[src/hw/adc_cal_defs.vh]
// register offsets, field positions and reset values for the channel calibration bank
`ifndef ADC_CAL_DEFS_VH
`define ADC_CAL_DEFS_VH

// register indices (not byte offsets: byte address = 4 * index)
`define FIRST_GAIN_LOWER_IDX    5'h0d
`define SECOND_INPUT_SEL_IDX    5'h0e
`define SECOND_OFS_UPPER_IDX    5'h0f
`define SECOND_OFS_LOWER_IDX    5'h10
`define SECOND_GAIN_UPPER_IDX   5'h11
`define SECOND_GAIN_LOWER_IDX   5'h12

// reset values
`define INPUT_SEL_RST           16'h0000
`define OFS_UPPER_RST           16'h0000
`define OFS_LOWER_RST           16'h0000
`define GAIN_UPPER_RST          16'h8000
`define GAIN_LOWER_RST          16'h0000
`define FIRST_GAIN_LOWER_RST    16'h0000

// input select register fields
`define SEL_CODE_HI             1
`define SEL_CODE_LO             0
`define SEL_RSVD_BIT            2
`define SEL_RO_HI               5
`define SEL_RO_LO               3
`define SEL_RSVD_HI             15
`define SEL_RSVD_LO             6

// lower correction registers: payload in the high byte
`define LOW_PART_HI             15
`define LOW_PART_LO             8

// input source codes
`define SRC_NORMAL              2'h0
`define SRC_SHORTED             2'h1
`define SRC_TEST_POS            2'h2
`define SRC_TEST_NEG            2'h3

// bus answers
`define RESP_OKAY               2'h0
`define RESP_SLVERR             2'h2

`endif

[src/hw/adc_channel_cal_regs.v]
// channel calibration and input select register bank behind an axi4-lite slave
`timescale 1ns/100ps
`default_nettype none
`include "adc_cal_defs.vh"

module adc_channel_cal_regs (
    input  wire        clk,
    input  wire        srst,
    // axi4-lite write address
    input  wire [6:0]  s_axi_awaddr,
    input  wire [2:0]  s_axi_awprot,
    input  wire        s_axi_awvalid,
    output wire        s_axi_awready,
    // axi4-lite write data
    input  wire [31:0] s_axi_wdata,
    input  wire [3:0]  s_axi_wstrb,
    input  wire        s_axi_wvalid,
    output wire        s_axi_wready,
    // axi4-lite write response
    output reg  [1:0]  s_axi_bresp,
    output reg         s_axi_bvalid,
    input  wire        s_axi_bready,
    // axi4-lite read address
    input  wire [6:0]  s_axi_araddr,
    input  wire [2:0]  s_axi_arprot,
    input  wire        s_axi_arvalid,
    output wire        s_axi_arready,
    // axi4-lite read data
    output reg  [31:0] s_axi_rdata,
    output reg  [1:0]  s_axi_rresp,
    output reg         s_axi_rvalid,
    input  wire        s_axi_rready,
    // correction words and source select toward the conversion path
    output reg  [1:0]  inputSourceCode,
    output reg         selectPinPair,
    output reg         selectShorted,
    output reg         selectTestPos,
    output reg         selectTestNeg,
    output reg  [23:0] offsetWord,
    output reg  [23:0] gainWord,
    output reg  [7:0]  firstGainWordLowPart
);

    // held write address and data; either may arrive first
    reg        awHeld_q;
    reg        wHeld_q;
    reg [4:0]  awIdx_q;
    reg [31:0] wData_q;
    reg [3:0]  wStrb_q;

    // register storage
    reg [1:0]  inputSourceCode_q;
    reg        selRsvdBit_q;
    reg [9:0]  selRsvdHigh_q;
    reg [15:0] offsetWordHighPart_q;
    reg [7:0]  offsetWordLowPart_q;
    reg [15:0] gainWordHighPart_q;
    reg [7:0]  gainWordLowPart_q;
    reg [7:0]  firstGainWordLowPart_q;

    // field reset values carved from the whole-register reset words
    localparam [15:0] SEL_RST_WORD   = `INPUT_SEL_RST;
    localparam [15:0] OFS_LOW_WORD   = `OFS_LOWER_RST;
    localparam [15:0] GAIN_LOW_WORD  = `GAIN_LOWER_RST;
    localparam [15:0] FIRST_LOW_WORD = `FIRST_GAIN_LOWER_RST;
    localparam [1:0]  SEL_CODE_RST   = SEL_RST_WORD[`SEL_CODE_HI:`SEL_CODE_LO];
    localparam [0:0]  SEL_BIT_RST    = SEL_RST_WORD[`SEL_RSVD_BIT];
    localparam [9:0]  SEL_HIGH_RST   = SEL_RST_WORD[`SEL_RSVD_HI:`SEL_RSVD_LO];
    localparam [7:0]  OFS_LOW_RST    = OFS_LOW_WORD[`LOW_PART_HI:`LOW_PART_LO];
    localparam [7:0]  GAIN_LOW_RST   = GAIN_LOW_WORD[`LOW_PART_HI:`LOW_PART_LO];
    localparam [7:0]  FIRST_LOW_RST  = FIRST_LOW_WORD[`LOW_PART_HI:`LOW_PART_LO];
    // whole correction words after reset, as the datapath must see them
    localparam [23:0] OFS_WORD_RST   = {`OFS_UPPER_RST, OFS_LOW_RST};
    localparam [23:0] GAIN_WORD_RST  = {`GAIN_UPPER_RST, GAIN_LOW_RST};

    wire       doWrite;
    wire [4:0] arIdx;
    wire       arAligned;
    wire       awAligned;
    reg        awAligned_q;
    reg [15:0] readWord;
    reg        readHit;
    reg        writeHit;
    reg [15:0] newHalf;

    // accept each channel once until the response is taken
    assign s_axi_awready = !awHeld_q && !s_axi_bvalid;
    assign s_axi_wready  = !wHeld_q && !s_axi_bvalid;
    assign s_axi_arready = !s_axi_rvalid;

    // byte address is four times the register index; low two bits must be zero
    assign awAligned = (s_axi_awaddr[1:0] == 2'h0);
    assign arAligned = (s_axi_araddr[1:0] == 2'h0);
    assign arIdx     = s_axi_araddr[6:2];

    // the write commits once both address and data are held
    assign doWrite = awHeld_q && wHeld_q && !s_axi_bvalid;

    // write address channel, held until the write commits
    always @(posedge clk) begin
        if (srst) begin
            awHeld_q    <= 1'b0;
            awIdx_q     <= 5'h00;
            awAligned_q <= 1'b0;
        end else if (s_axi_awvalid && s_axi_awready) begin
            awHeld_q    <= 1'b1;
            awIdx_q     <= s_axi_awaddr[6:2];
            awAligned_q <= awAligned;
        end else if (doWrite) begin
            awHeld_q <= 1'b0;
        end
    end

    // write data channel, held apart so it may lead or trail the address
    always @(posedge clk) begin
        if (srst) begin
            wHeld_q <= 1'b0;
            wData_q <= 32'h00000000;
            wStrb_q <= 4'h0;
        end else if (s_axi_wvalid && s_axi_wready) begin
            wHeld_q <= 1'b1;
            wData_q <= s_axi_wdata;
            wStrb_q <= s_axi_wstrb;
        end else if (doWrite) begin
            wHeld_q <= 1'b0;
        end
    end

    // merge byte lanes 0 and 1 into the current register value
    always @* begin
        writeHit = awAligned_q;
        case (awIdx_q)
            `FIRST_GAIN_LOWER_IDX:  newHalf = {firstGainWordLowPart_q, 8'h00};
            `SECOND_INPUT_SEL_IDX:  newHalf = {selRsvdHigh_q, 3'h0, selRsvdBit_q,
                                               inputSourceCode_q};
            `SECOND_OFS_UPPER_IDX:  newHalf = offsetWordHighPart_q;
            `SECOND_OFS_LOWER_IDX:  newHalf = {offsetWordLowPart_q, 8'h00};
            `SECOND_GAIN_UPPER_IDX: newHalf = gainWordHighPart_q;
            `SECOND_GAIN_LOWER_IDX: newHalf = {gainWordLowPart_q, 8'h00};
            default: begin
                newHalf  = 16'h0000;
                writeHit = 1'b0;
            end
        endcase
        // strobes 2 and 3 cover no stored bits and are ignored
        if (wStrb_q[0]) begin
            newHalf[7:0] = wData_q[7:0];
        end
        if (wStrb_q[1]) begin
            newHalf[15:8] = wData_q[15:8];
        end
    end

    // one write enable per register; unmapped or misaligned writes raise none
    wire wrFirstGainLower = doWrite && writeHit && (awIdx_q == `FIRST_GAIN_LOWER_IDX);
    wire wrInputSel       = doWrite && writeHit && (awIdx_q == `SECOND_INPUT_SEL_IDX);
    wire wrOfsUpper       = doWrite && writeHit && (awIdx_q == `SECOND_OFS_UPPER_IDX);
    wire wrOfsLower       = doWrite && writeHit && (awIdx_q == `SECOND_OFS_LOWER_IDX);
    wire wrGainUpper      = doWrite && writeHit && (awIdx_q == `SECOND_GAIN_UPPER_IDX);
    wire wrGainLower      = doWrite && writeHit && (awIdx_q == `SECOND_GAIN_LOWER_IDX);

    // first channel gain low byte
    always @(posedge clk) begin
        if (srst) begin
            firstGainWordLowPart_q <= FIRST_LOW_RST;
        end else if (wrFirstGainLower) begin
            firstGainWordLowPart_q <= newHalf[`LOW_PART_HI:`LOW_PART_LO];
        end
    end

    // input select; reserved bits stored as written, software keeps them zero
    always @(posedge clk) begin
        if (srst) begin
            inputSourceCode_q <= SEL_CODE_RST;
            selRsvdBit_q      <= SEL_BIT_RST;
            selRsvdHigh_q     <= SEL_HIGH_RST;
        end else if (wrInputSel) begin
            inputSourceCode_q <= newHalf[`SEL_CODE_HI:`SEL_CODE_LO];
            selRsvdBit_q      <= newHalf[`SEL_RSVD_BIT];
            selRsvdHigh_q     <= newHalf[`SEL_RSVD_HI:`SEL_RSVD_LO];
        end
    end

    // offset upper half, all sixteen bits writable
    always @(posedge clk) begin
        if (srst) begin
            offsetWordHighPart_q <= `OFS_UPPER_RST;
        end else if (wrOfsUpper) begin
            offsetWordHighPart_q <= newHalf;
        end
    end

    // offset low byte; the low half of the register is never stored
    always @(posedge clk) begin
        if (srst) begin
            offsetWordLowPart_q <= OFS_LOW_RST;
        end else if (wrOfsLower) begin
            offsetWordLowPart_q <= newHalf[`LOW_PART_HI:`LOW_PART_LO];
        end
    end

    // gain upper half; resets to unity gain
    always @(posedge clk) begin
        if (srst) begin
            gainWordHighPart_q <= `GAIN_UPPER_RST;
        end else if (wrGainUpper) begin
            gainWordHighPart_q <= newHalf;
        end
    end

    // gain low byte
    always @(posedge clk) begin
        if (srst) begin
            gainWordLowPart_q <= GAIN_LOW_RST;
        end else if (wrGainLower) begin
            gainWordLowPart_q <= newHalf[`LOW_PART_HI:`LOW_PART_LO];
        end
    end

    // write response valid, one cycle after both halves are held
    always @(posedge clk) begin
        if (srst) begin
            s_axi_bvalid <= 1'b0;
        end else if (doWrite) begin
            s_axi_bvalid <= 1'b1;
        end else if (s_axi_bready) begin
            s_axi_bvalid <= 1'b0;
        end
    end

    // write response code, steady while the response waits
    always @(posedge clk) begin
        if (srst) begin
            s_axi_bresp <= `RESP_OKAY;
        end else if (doWrite) begin
            s_axi_bresp <= writeHit ? `RESP_OKAY : `RESP_SLVERR;
        end
    end

    // read mux; read-only reserved bits always return zero
    always @* begin
        readHit = arAligned;
        case (arIdx)
            `FIRST_GAIN_LOWER_IDX:  readWord = {firstGainWordLowPart_q, 8'h00};
            `SECOND_INPUT_SEL_IDX:  readWord = {selRsvdHigh_q, 3'h0, selRsvdBit_q,
                                                inputSourceCode_q};
            `SECOND_OFS_UPPER_IDX:  readWord = offsetWordHighPart_q;
            `SECOND_OFS_LOWER_IDX:  readWord = {offsetWordLowPart_q, 8'h00};
            `SECOND_GAIN_UPPER_IDX: readWord = gainWordHighPart_q;
            `SECOND_GAIN_LOWER_IDX: readWord = {gainWordLowPart_q, 8'h00};
            default: begin
                readWord = 16'h0000;
                readHit  = 1'b0;
            end
        endcase
        if (!arAligned) begin
            readWord = 16'h0000;
        end
    end

    // read valid, one cycle after the address is taken, until rready
    always @(posedge clk) begin
        if (srst) begin
            s_axi_rvalid <= 1'b0;
        end else if (s_axi_arvalid && s_axi_arready) begin
            s_axi_rvalid <= 1'b1;
        end else if (s_axi_rready) begin
            s_axi_rvalid <= 1'b0;
        end
    end

    // read data and code, captured once and held while the answer waits
    always @(posedge clk) begin
        if (srst) begin
            s_axi_rdata <= 32'h00000000;
            s_axi_rresp <= `RESP_OKAY;
        end else if (s_axi_arvalid && s_axi_arready) begin
            s_axi_rdata <= {16'h0000, readWord};
            s_axi_rresp <= readHit ? `RESP_OKAY : `RESP_SLVERR;
        end
    end

    // source select decode toward the input switches
    // registered so the switches never see a glitch while the code changes
    always @(posedge clk) begin
        if (srst) begin
            inputSourceCode <= SEL_CODE_RST;
            selectPinPair   <= (SEL_CODE_RST == `SRC_NORMAL);
            selectShorted   <= (SEL_CODE_RST == `SRC_SHORTED);
            selectTestPos   <= (SEL_CODE_RST == `SRC_TEST_POS);
            selectTestNeg   <= (SEL_CODE_RST == `SRC_TEST_NEG);
        end else begin
            inputSourceCode <= inputSourceCode_q;
            selectPinPair   <= (inputSourceCode_q == `SRC_NORMAL);
            selectShorted   <= (inputSourceCode_q == `SRC_SHORTED);
            selectTestPos   <= (inputSourceCode_q == `SRC_TEST_POS);
            selectTestNeg   <= (inputSourceCode_q == `SRC_TEST_NEG);
        end
    end

    // signed offset correction, upper half joined with the low byte
    // mixed for a while between the two half writes; update both while idle
    always @(posedge clk) begin
        if (srst) begin
            offsetWord <= OFS_WORD_RST;
        end else begin
            offsetWord <= {offsetWordHighPart_q, offsetWordLowPart_q};
        end
    end

    // unsigned gain correction, top bit alone meaning a gain of one
    always @(posedge clk) begin
        if (srst) begin
            gainWord <= GAIN_WORD_RST;
        end else begin
            gainWord <= {gainWordHighPart_q, gainWordLowPart_q};
        end
    end

    // first channel gain low byte, passed on for its own datapath
    always @(posedge clk) begin
        if (srst) begin
            firstGainWordLowPart <= FIRST_LOW_RST;
        end else begin
            firstGainWordLowPart <= firstGainWordLowPart_q;
        end
    end

    // protection bits are accepted but carry no meaning here
    wire unusedProt = ^{s_axi_awprot, s_axi_arprot, wStrb_q[3:2], wData_q[31:16]};

endmodule // adc_channel_cal_regs

`default_nettype wire

[config.mk]
export PLATFORM = sky130hd
export DESIGN_NAME = adc_channel_cal_regs
export DESIGN_NICKNAME = d
export VERILOG_FILES = /design/src/hw/adc_channel_cal_regs.v
export VERILOG_INCLUDE_DIRS = /design/src /design/src/hw
export SDC_FILE = /design/constraint.sdc
export NUM_CORES = 1
export LEC_CHECK = 0
export BUFFER_PORTS_ARGS = -buffer_cell sky130_fd_sc_hd__buf_2
export CAP_MARGIN = 10
export CORE_MARGIN = 8
export CORE_UTILIZATION = 56
export CTS_BUF_LIST = sky130_fd_sc_hd__clkbuf_8
export CTS_CLUSTER_DIAMETER = 50
export DETAILED_ROUTE_END_ITERATION = 8
export PLACE_DENSITY = 0.8
export SETUP_SLACK_MARGIN = 0.3
export SLEW_MARGIN = 15
export SYNTH_ARGS = -nofsm -noshare
export SYNTH_HDL_FRONTEND = slang
export SYNTH_SLANG_ARGS = --single-unit
[constraint.sdc]
create_clock -name clk -period 2.1 [get_ports clk]
set_input_delay 0.105 -clock clk [delete_from_list [all_inputs] [get_ports clk]]
set_output_delay 0.105 -clock clk [all_outputs]
set_load 0.02 [all_outputs]
Yosys cells after proc, flatten, opt, wreduce, memory -nomap -nowiden:

Index checks and enable logic that the tools add are counted.
W data, S select, Z words.

* div/mod/pow operators: 0
* magnitude comparators: 0
* $mul: 0
* add/subtract/negate cells: 0
* reductions and logical operators: 27
* bitwise operators: 0
* eq/ne operators: 15
* shift-type cells: 0
* mux-type cells: 16

Operators by type and width (count)
* $pmux W16 S6: 2
* $eq A5 B4 Y1 const B: 6
* $eq A5 B5 Y1 const B: 6
* $mux W16: 1
* $mux W8: 2
* $logic_and A1 B1 Y1: 14
* $reduce_or A6 Y1: 2
* $mux W1: 9
* $reduce_bool A2 Y1: 4
* $logic_not A2 Y1: 3
* $eq A2 B2 Y1 const B: 2
* $logic_not A1 Y1: 4
* $mux W2: 2
* $eq A2 B1 Y1 const B: 1

* memories: 0
* bits in writable memories: 0
* memory bits (read-only): 0
* input port bits: 63
* register bits: 179
* output and inout port bits: 103
* logic and storage cells: 85
* bits in latches: 0

Longest topological paths before layout:

* depth after elaboration: 5
* gate-level depth with buffers: 7
* gate-level depth less buffers: 4

Worst setup path after synthesis:

OpenSTA, ideal clock, no wires.

* path kind: register to register
* start: register awIdx_q[1]
* end: register firstGainWordLowPart_q[7]
* setup time: 0.144 ns
* arrival: 1.788 ns
* cell stages (with the launch flop): 7
* data required time: 1.956 ns
* buffers on the path: 2
* setup slack: 0.168 ns
* clock period less this slack: 1.932 ns
* path through: dfxtp_1 buf_6 clkbuf_1 mux2i_1 o221ai_1 a221oi_1 o21ai_0

* word-level cells in the longest chain between the ends: 5
* elaborated cells between the ends (all ways): 12
* classes of those cells: eq/ne (6); mux (3); reduce/logical (3)

Ends and longest elaborated chain
* start: declaration: RTL line adc_channel_cal_regs.v:47 `reg [4:0] awIdx_q;`
* start signal: assignment: RTL line adc_channel_cal_regs.v:107 `awIdx_q <= s_axi_awaddr[6:2];`
* $eq A5 B4 Y1 or $eq A5 B5 Y1 (tied branches): RTL line adc_channel_cal_regs.v:132 `case (awIdx_q)`
* $reduce_or A6 Y1 (no source line)
* $mux W1: RTL line adc_channel_cal_regs.v:132
* $logic_and A1 B1 Y1 (2 in series): RTL line adc_channel_cal_regs.v:155 `` wire wrFirstGainLower = doWrite && writeHit && (awIdx_q == `FIRST_GAIN_LOWER_IDX); ``
* end signal: assignment: RTL line adc_channel_cal_regs.v:167 `` firstGainWordLowPart_q <= newHalf[`LOW_PART_HI:`LOW_PART_LO]; ``
* end: declaration: RTL line adc_channel_cal_regs.v:59 `reg [7:0] firstGainWordLowPart_q;`

Several ways; a longest one is shown, not always the timed one.
A chain may end at the register's enable or synchronous reset.

Final worst setup path:

* start: register awIdx_q[2]
* end: register offsetWordHighPart_q[4]

* word-level cells in the longest chain between the ends: 5
* elaborated cells between the ends (all ways): 12
* classes of those cells: eq/ne (6); mux (3); reduce/logical (3)

Ends and longest elaborated chain
* $eq A5 B4 Y1 or $eq A5 B5 Y1 (tied branches): RTL line adc_channel_cal_regs.v:132
* $reduce_or A6 Y1 (no source line)
* $mux W1: RTL line adc_channel_cal_regs.v:132
* $logic_and A1 B1 Y1 (2 in series): RTL line adc_channel_cal_regs.v:157 `` wire wrOfsUpper = doWrite && writeHit && (awIdx_q == `SECOND_OFS_UPPER_IDX); ``
* end signal: assignment: RTL line adc_channel_cal_regs.v:187 `` offsetWordHighPart_q <= `OFS_UPPER_RST; ``
* end signal: assignment: RTL line adc_channel_cal_regs.v:189 `offsetWordHighPart_q <= newHalf;`
* end: declaration: RTL line adc_channel_cal_regs.v:55 `reg [15:0] offsetWordHighPart_q;`

Several ways; a longest one is shown, not always the timed one.

==> metrics.txt <==
# TYPE chip_impl_metric gauge
chip_impl_metric{name="portBuffers",unit=""} 123
chip_impl_metric{name="floorplan.die.height",unit="µm"} 130
chip_impl_metric{name="hold-path-cell-count",unit=""} 3
chip_impl_metric{name="fin_nets",unit=""} 1012
chip_impl_metric{name="final.fill_count",unit=""} 953
chip_impl_metric{name="drt-wirelength-per-cell",unit="µm"} 18.1
chip_impl_metric{name="finalWirelength",unit="µm"} 20500
chip_impl_metric{name="clock_sinks",unit=""} 177
chip_impl_metric{name="place.detailed.hpwl",unit="µm"} 13200
chip_impl_metric{name="finalSetupViolCount",unit=""} 0
chip_impl_info{name="hold_end",value="s_axi_rvalid"} 1
chip_impl_metric{name="avgSynthCellArea",unit="µm²"} 9.31
chip_impl_metric{name="power_switching",unit="µW"} 1690
chip_impl_metric{name="drt_iter0_markers",unit=""} 724
chip_impl_metric{name="viasPerCell",unit=""} 5.74
chip_impl_metric{name="swShare",unit="%"} 26.0
chip_impl_metric{name="via_count_of_the_first_global_routing_pass",unit=""} 6175
chip_impl_metric{name="area.growth.synth_to_final",unit="%"} 25.8
chip_impl_info{name="worstSetupPathType",value="reg -> reg"} 1
chip_impl_metric{name="cts_made_buffers",unit=""} 17
chip_impl_metric{name="synthCells",unit=""} 782
chip_impl_metric{name="reg2reg_depth",unit=""} 5
chip_impl_metric{name="combinational_cell_fraction_of_total_power",unit="%"} 8.8
chip_impl_info{name="yosys_most_used_dff",value="sky130_fd_sc_hd__dfxtp_1"} 1
chip_impl_metric{name="timing_max_transition_violations_final",unit=""} 0
chip_impl_metric{name="critPathArrivalTime",unit="ps"} 2190
chip_impl_metric{name="grt_first_pass_wirelength",unit="µm"} 31400
chip_impl_metric{name="synth-seq-area-share",unit="%"} 48.7
chip_impl_metric{name="crit_buf_inv",unit=""} 1
chip_impl_info{name="clk_root_buffer_cell",value="sky130_fd_sc_hd__clkbuf_8"} 1
chip_impl_metric{name="synthArstFlopShare",unit="%"} 0
chip_impl_metric{name="core",unit="mm²"} 0.0127
chip_impl_metric{name="floorplan.die.width",unit="µm"} 130
chip_impl_metric{name="start_util",unit="%"} 57.5
chip_impl_metric{name="synth-edff-count",unit=""} 0
chip_impl_info{name="crit_path_end_kind",value="flip-flop"} 1
chip_impl_info{name="reg2reg_to",value="offsetWordHighPart_q[4]"} 1
chip_impl_info{name="rr_startpoint",value="awIdx_q[2]"} 1
chip_impl_metric{name="clk_latency",unit="ps"} 480
chip_impl_metric{name="placementRows",unit=""} 41
chip_impl_metric{name="finalWeightedCongestion",unit=""} 0.872
chip_impl_metric{name="grt_start_max_net_pins",unit=""} 65
chip_impl_metric{name="tns",unit="ps"} 0
chip_impl_info{name="worst_path_dominant_cell_family",value="simple AND/OR/NAND/NOR gates"} 1
chip_impl_metric{name="clkTransAtPathRegs",unit="ps"} 90
chip_impl_metric{name="antenna_cells_inserted",unit=""} 0
chip_impl_metric{name="timing.slew.headroom",unit="%"} 46.7
chip_impl_metric{name="placed_area",unit="mm²"} 0.00812
chip_impl_metric{name="reg2reg_slack",unit="ps"} 280
chip_impl_metric{name="drc",unit=""} 0
chip_impl_metric{name="boundaryPins",unit=""} 166
chip_impl_metric{name="finalHoldViolCount",unit=""} 0
chip_impl_metric{name="h-tree-depth",unit=""} 4
chip_impl_metric{name="power_per_cell_area",unit="mW/mm²"} 708
chip_impl_metric{name="antenna_found_initial",unit=""} 0
chip_impl_metric{name="max_slew.worst_pin.slew",unit="ps"} 796
chip_impl_info{name="holdCritPathClass",value="in -> reg"} 1
chip_impl_metric{name="synth.cell_area",unit="mm²"} 0.00728
chip_impl_metric{name="route.antenna.remaining_nets",unit=""} 0
chip_impl_info{name="worstSetupStartpointType",value="flip-flop"} 1
chip_impl_metric{name="power_leakage",unit="µW"} 0.00365
chip_impl_info{name="tritoncts_clock_tree",value="yes"} 1
chip_impl_metric{name="clock_tree.buffer_depth",unit=""} 2
chip_impl_metric{name="track_usage",unit="%"} 23.7
chip_impl_metric{name="die_area",unit="mm²"} 0.0169
chip_impl_info{name="rsz_0062_raised_after_global_routing",value="true"} 1
chip_impl_metric{name="finalCriticalPeriod",unit="ps"} 1820
chip_impl_metric{name="max_ir_drop_vdd",unit="V"} 0.000578
chip_impl_metric{name="drv.max_cap_violation_count",unit=""} 0
chip_impl_metric{name="min_period_over_period",unit="%"} 86.5
chip_impl_metric{name="synth.ff_latch_count",unit=""} 177
chip_impl_metric{name="clock-skew-final",unit="ps"} 14.0
chip_impl_metric{name="final_cell_area",unit="mm²"} 0.00916
chip_impl_metric{name="drt-pass1-iter-count",unit=""} 5
chip_impl_metric{name="cp_max_fo",unit=""} 6
chip_impl_metric{name="worstPathRequired",unit="ps"} 2470
chip_impl_metric{name="synth.lib_cells_used.distinct",unit=""} 51
chip_impl_metric{name="grt_overflow",unit=""} 0
chip_impl_metric{name="clkPwrFrac",unit="%"} 38.3
chip_impl_info{name="critical-path-slowest-cell",value="sky130_fd_sc_hd__or4b_4"} 1
chip_impl_metric{name="internal_power_contribution",unit="µW"} 4800
chip_impl_metric{name="p_seq_share",unit="%"} 52.9
chip_impl_metric{name="dr_total_vias",unit=""} 6509
chip_impl_info{name="critical_path.cell_chain",value="or4b_4, buf_6, nor3_4, o211ai_1, a311oi_1"} 1
chip_impl_metric{name="layout-drive-gt1-share",unit="%"} 26.4
chip_impl_metric{name="slowest_delay",unit="ps"} 610
chip_impl_metric{name="layout.core_utilization",unit="%"} 72.3
chip_impl_info{name="worstHoldStart",value="s_axi_arvalid"} 1
chip_impl_metric{name="fmax",unit="GHz"} 0.551
chip_impl_info{name="outcome",value="finished clean"} 1
chip_impl_metric{name="synth.yosys.warnings",unit=""} 0
## worst max path at each step
stage / start / end / slack [ps] / depth (start not counted)
global placement: awIdx_q[2] / gainWordHighPart_q[3] / 250 / 5
floorplan: awIdx_q[1] / offsetWordLowPart_q[3] / 240 / 7
finish: awIdx_q[2] / offsetWordHighPart_q[4] / 280 / 5
detailed placement: awIdx_q[2] / gainWordHighPart_q[3] / 150 / 5
global route: awIdx_q[4] / gainWordHighPart_q[3] / 200 / 5
CTS: awIdx_q[2] / gainWordHighPart_q[3] / 290 / 5
## synthesized netlist by cell type (3+ instances only)
cell type,number,area (µm²)
sky130_fd_sc_hd__a211oi_1,21,158
sky130_fd_sc_hd__a21oi_1,48,240
sky130_fd_sc_hd__a221oi_1,12,105
sky130_fd_sc_hd__a22o_1,5,43.8
sky130_fd_sc_hd__a22oi_1,5,37.5
sky130_fd_sc_hd__a311oi_1,6,52.6
sky130_fd_sc_hd__a31oi_1,12,75.1
sky130_fd_sc_hd__a32o_1,7,70.1
sky130_fd_sc_hd__and2_1,7,43.8
sky130_fd_sc_hd__and3_1,8,50.1
sky130_fd_sc_hd__and4b_1,3,30.0
sky130_fd_sc_hd__buf_1,5,18.8
sky130_fd_sc_hd__buf_2,12,60.1
sky130_fd_sc_hd__buf_4,19,143
sky130_fd_sc_hd__buf_6,4,45.0
sky130_fd_sc_hd__clkbuf_1,29,109
sky130_fd_sc_hd__dfxtp_1,177,3540
sky130_fd_sc_hd__inv_1,21,78.8
sky130_fd_sc_hd__mux2_2,5,56.3
sky130_fd_sc_hd__mux2i_1,50,500
sky130_fd_sc_hd__nand2_1,94,353
sky130_fd_sc_hd__nand2b_1,20,125
sky130_fd_sc_hd__nor2_1,41,154
sky130_fd_sc_hd__nor2b_1,55,344
sky130_fd_sc_hd__nor3_1,14,70.1
sky130_fd_sc_hd__o211ai_1,8,60.1
sky130_fd_sc_hd__o21ai_0,19,95.1
sky130_fd_sc_hd__o21ai_1,9,45.0
sky130_fd_sc_hd__o221ai_1,8,70.1
sky130_fd_sc_hd__o22ai_1,8,50.1
sky130_fd_sc_hd__o2bb2ai_1,20,175
## kinds of logic after synthesis
logic type / synth area share (%)
AO/OA/AOI/OAI: 18.5
AND/OR/NAND/NOR: 19.0
buffers and inverters: 6.24
multiplexers: 7.64
flip-flops: 48.7
other: 0.0515
## registers in the layout, summed over array words and instances (netlist names), 2 cells and up
name,count
wData_q,16
selRsvdHigh_q,10
inputSourceCode,2
offsetWordHighPart_q,16
gainWordLowPart_q,8
s_axi_rdata,16
inputSourceCode_q,2
wStrb_q,2
awIdx_q,5
offsetWordLowPart_q,8
firstGainWordLowPart_q,8
offsetWord,24
gainWordHighPart_q,16
gainWord,24
firstGainWordLowPart,8
## stage by stage
step,hold WS (ps),std cells,worst slack (ps),power [µW]
after floorplan,241,799,240,3850
after global placement,345,1058,246,3960
after detailed placement,352,1058,153,3970
after CTS,13.3,1124,285,6450
after global routing,27.7,1134,205,6700
final,27.5,1134,284,6490
## layer usage
layer | GRT usage [%] | vias to the layer above | routed length (µm)
met5 | 0 | - | 0
met4 | 8.20 | 0 | 376
met3 | 5.59 | 38 | 2120
met2 | 36.7 | 353 | 9240
met1 | 31.8 | 3032 | 8790
li1 | - | 3086 | -
## layout by cell type (no fill, tap or decap), types with 5 or more instances in the layout
| cell type | n |
|---|---|
| sky130_fd_sc_hd__mux2_2 | 5 |
| sky130_fd_sc_hd__nor3_1 | 12 |
| sky130_fd_sc_hd__nor2b_1 | 55 |
| sky130_fd_sc_hd__and3_1 | 8 |
| sky130_fd_sc_hd__nor2_1 | 41 |
| sky130_fd_sc_hd__a311oi_1 | 6 |
| sky130_fd_sc_hd__a211oi_1 | 21 |
| sky130_fd_sc_hd__o22ai_1 | 8 |
| sky130_fd_sc_hd__nand2b_1 | 20 |
| sky130_fd_sc_hd__a22o_1 | 5 |
| sky130_fd_sc_hd__a221oi_1 | 7 |
| sky130_fd_sc_hd__o211ai_1 | 8 |
| sky130_fd_sc_hd__o2bb2ai_1 | 18 |
| sky130_fd_sc_hd__a32o_1 | 7 |
| sky130_fd_sc_hd__nand2_1 | 93 |
| sky130_fd_sc_hd__o21ai_0 | 19 |
| sky130_fd_sc_hd__buf_4 | 43 |
| sky130_fd_sc_hd__clkbuf_8 | 17 |
| sky130_fd_sc_hd__inv_1 | 22 |
| sky130_fd_sc_hd__dfxtp_1 | 172 |
| sky130_fd_sc_hd__a22oi_1 | 5 |
| sky130_fd_sc_hd__buf_2 | 122 |
| sky130_fd_sc_hd__inv_6 | 5 |
| sky130_fd_sc_hd__a21oi_1 | 46 |
| sky130_fd_sc_hd__dlygate4sd3_1 | 27 |
| sky130_fd_sc_hd__conb_1 | 18 |
| sky130_fd_sc_hd__mux2i_1 | 49 |
| sky130_fd_sc_hd__a31oi_1 | 9 |
| sky130_fd_sc_hd__o21ai_1 | 8 |
| sky130_fd_sc_hd__o221ai_2 | 5 |
| sky130_fd_sc_hd__and2_1 | 7 |
## tightest hold or removal path, cell delays in order
cell and delay, ps:
sky130_fd_sc_hd__buf_2 80, sky130_fd_sc_hd__nand2b_1 120, sky130_fd_sc_hd__a21oi_1 150
## power by group through the flow
stage | Sequential, µW | Combinational, µW | Clock, µW
detailed placement | 3510 | 464 | 0
CTS | 3430 | 526 | 2500
global route | 3440 | 609 | 2650
finish | 3430 | 569 | 2490
floorplan | 3490 | 360 | 0
global placement | 3510 | 458 | 0
## area by class of cell
class / count / area (µm²) / share of cell area, %
Clock inverter: 15 / 184 / 2.01
Multi-Input combinational cell: 532 / 3570 / 38.9
Sequential cell: 177 / 3550 / 38.8
Inverter: 21 / 78.8 / 0.860
Clock buffer: 17 / 234 / 2.55
Timing Repair Buffer: 200 / 1330 / 14.5
Tap cell: 172 / 215 / 2.35
## what timing repair did
action,CTS,global route
gates cloned,0,1
hold buffers,27,0
resized for setup,15,28
endpoints found under the hold margin,26,0
setup endpoints to repair,34,68
pin swaps,4,14
buffers inserted,7,9
No activity file was read; power rests on OpenSTA's default activity.
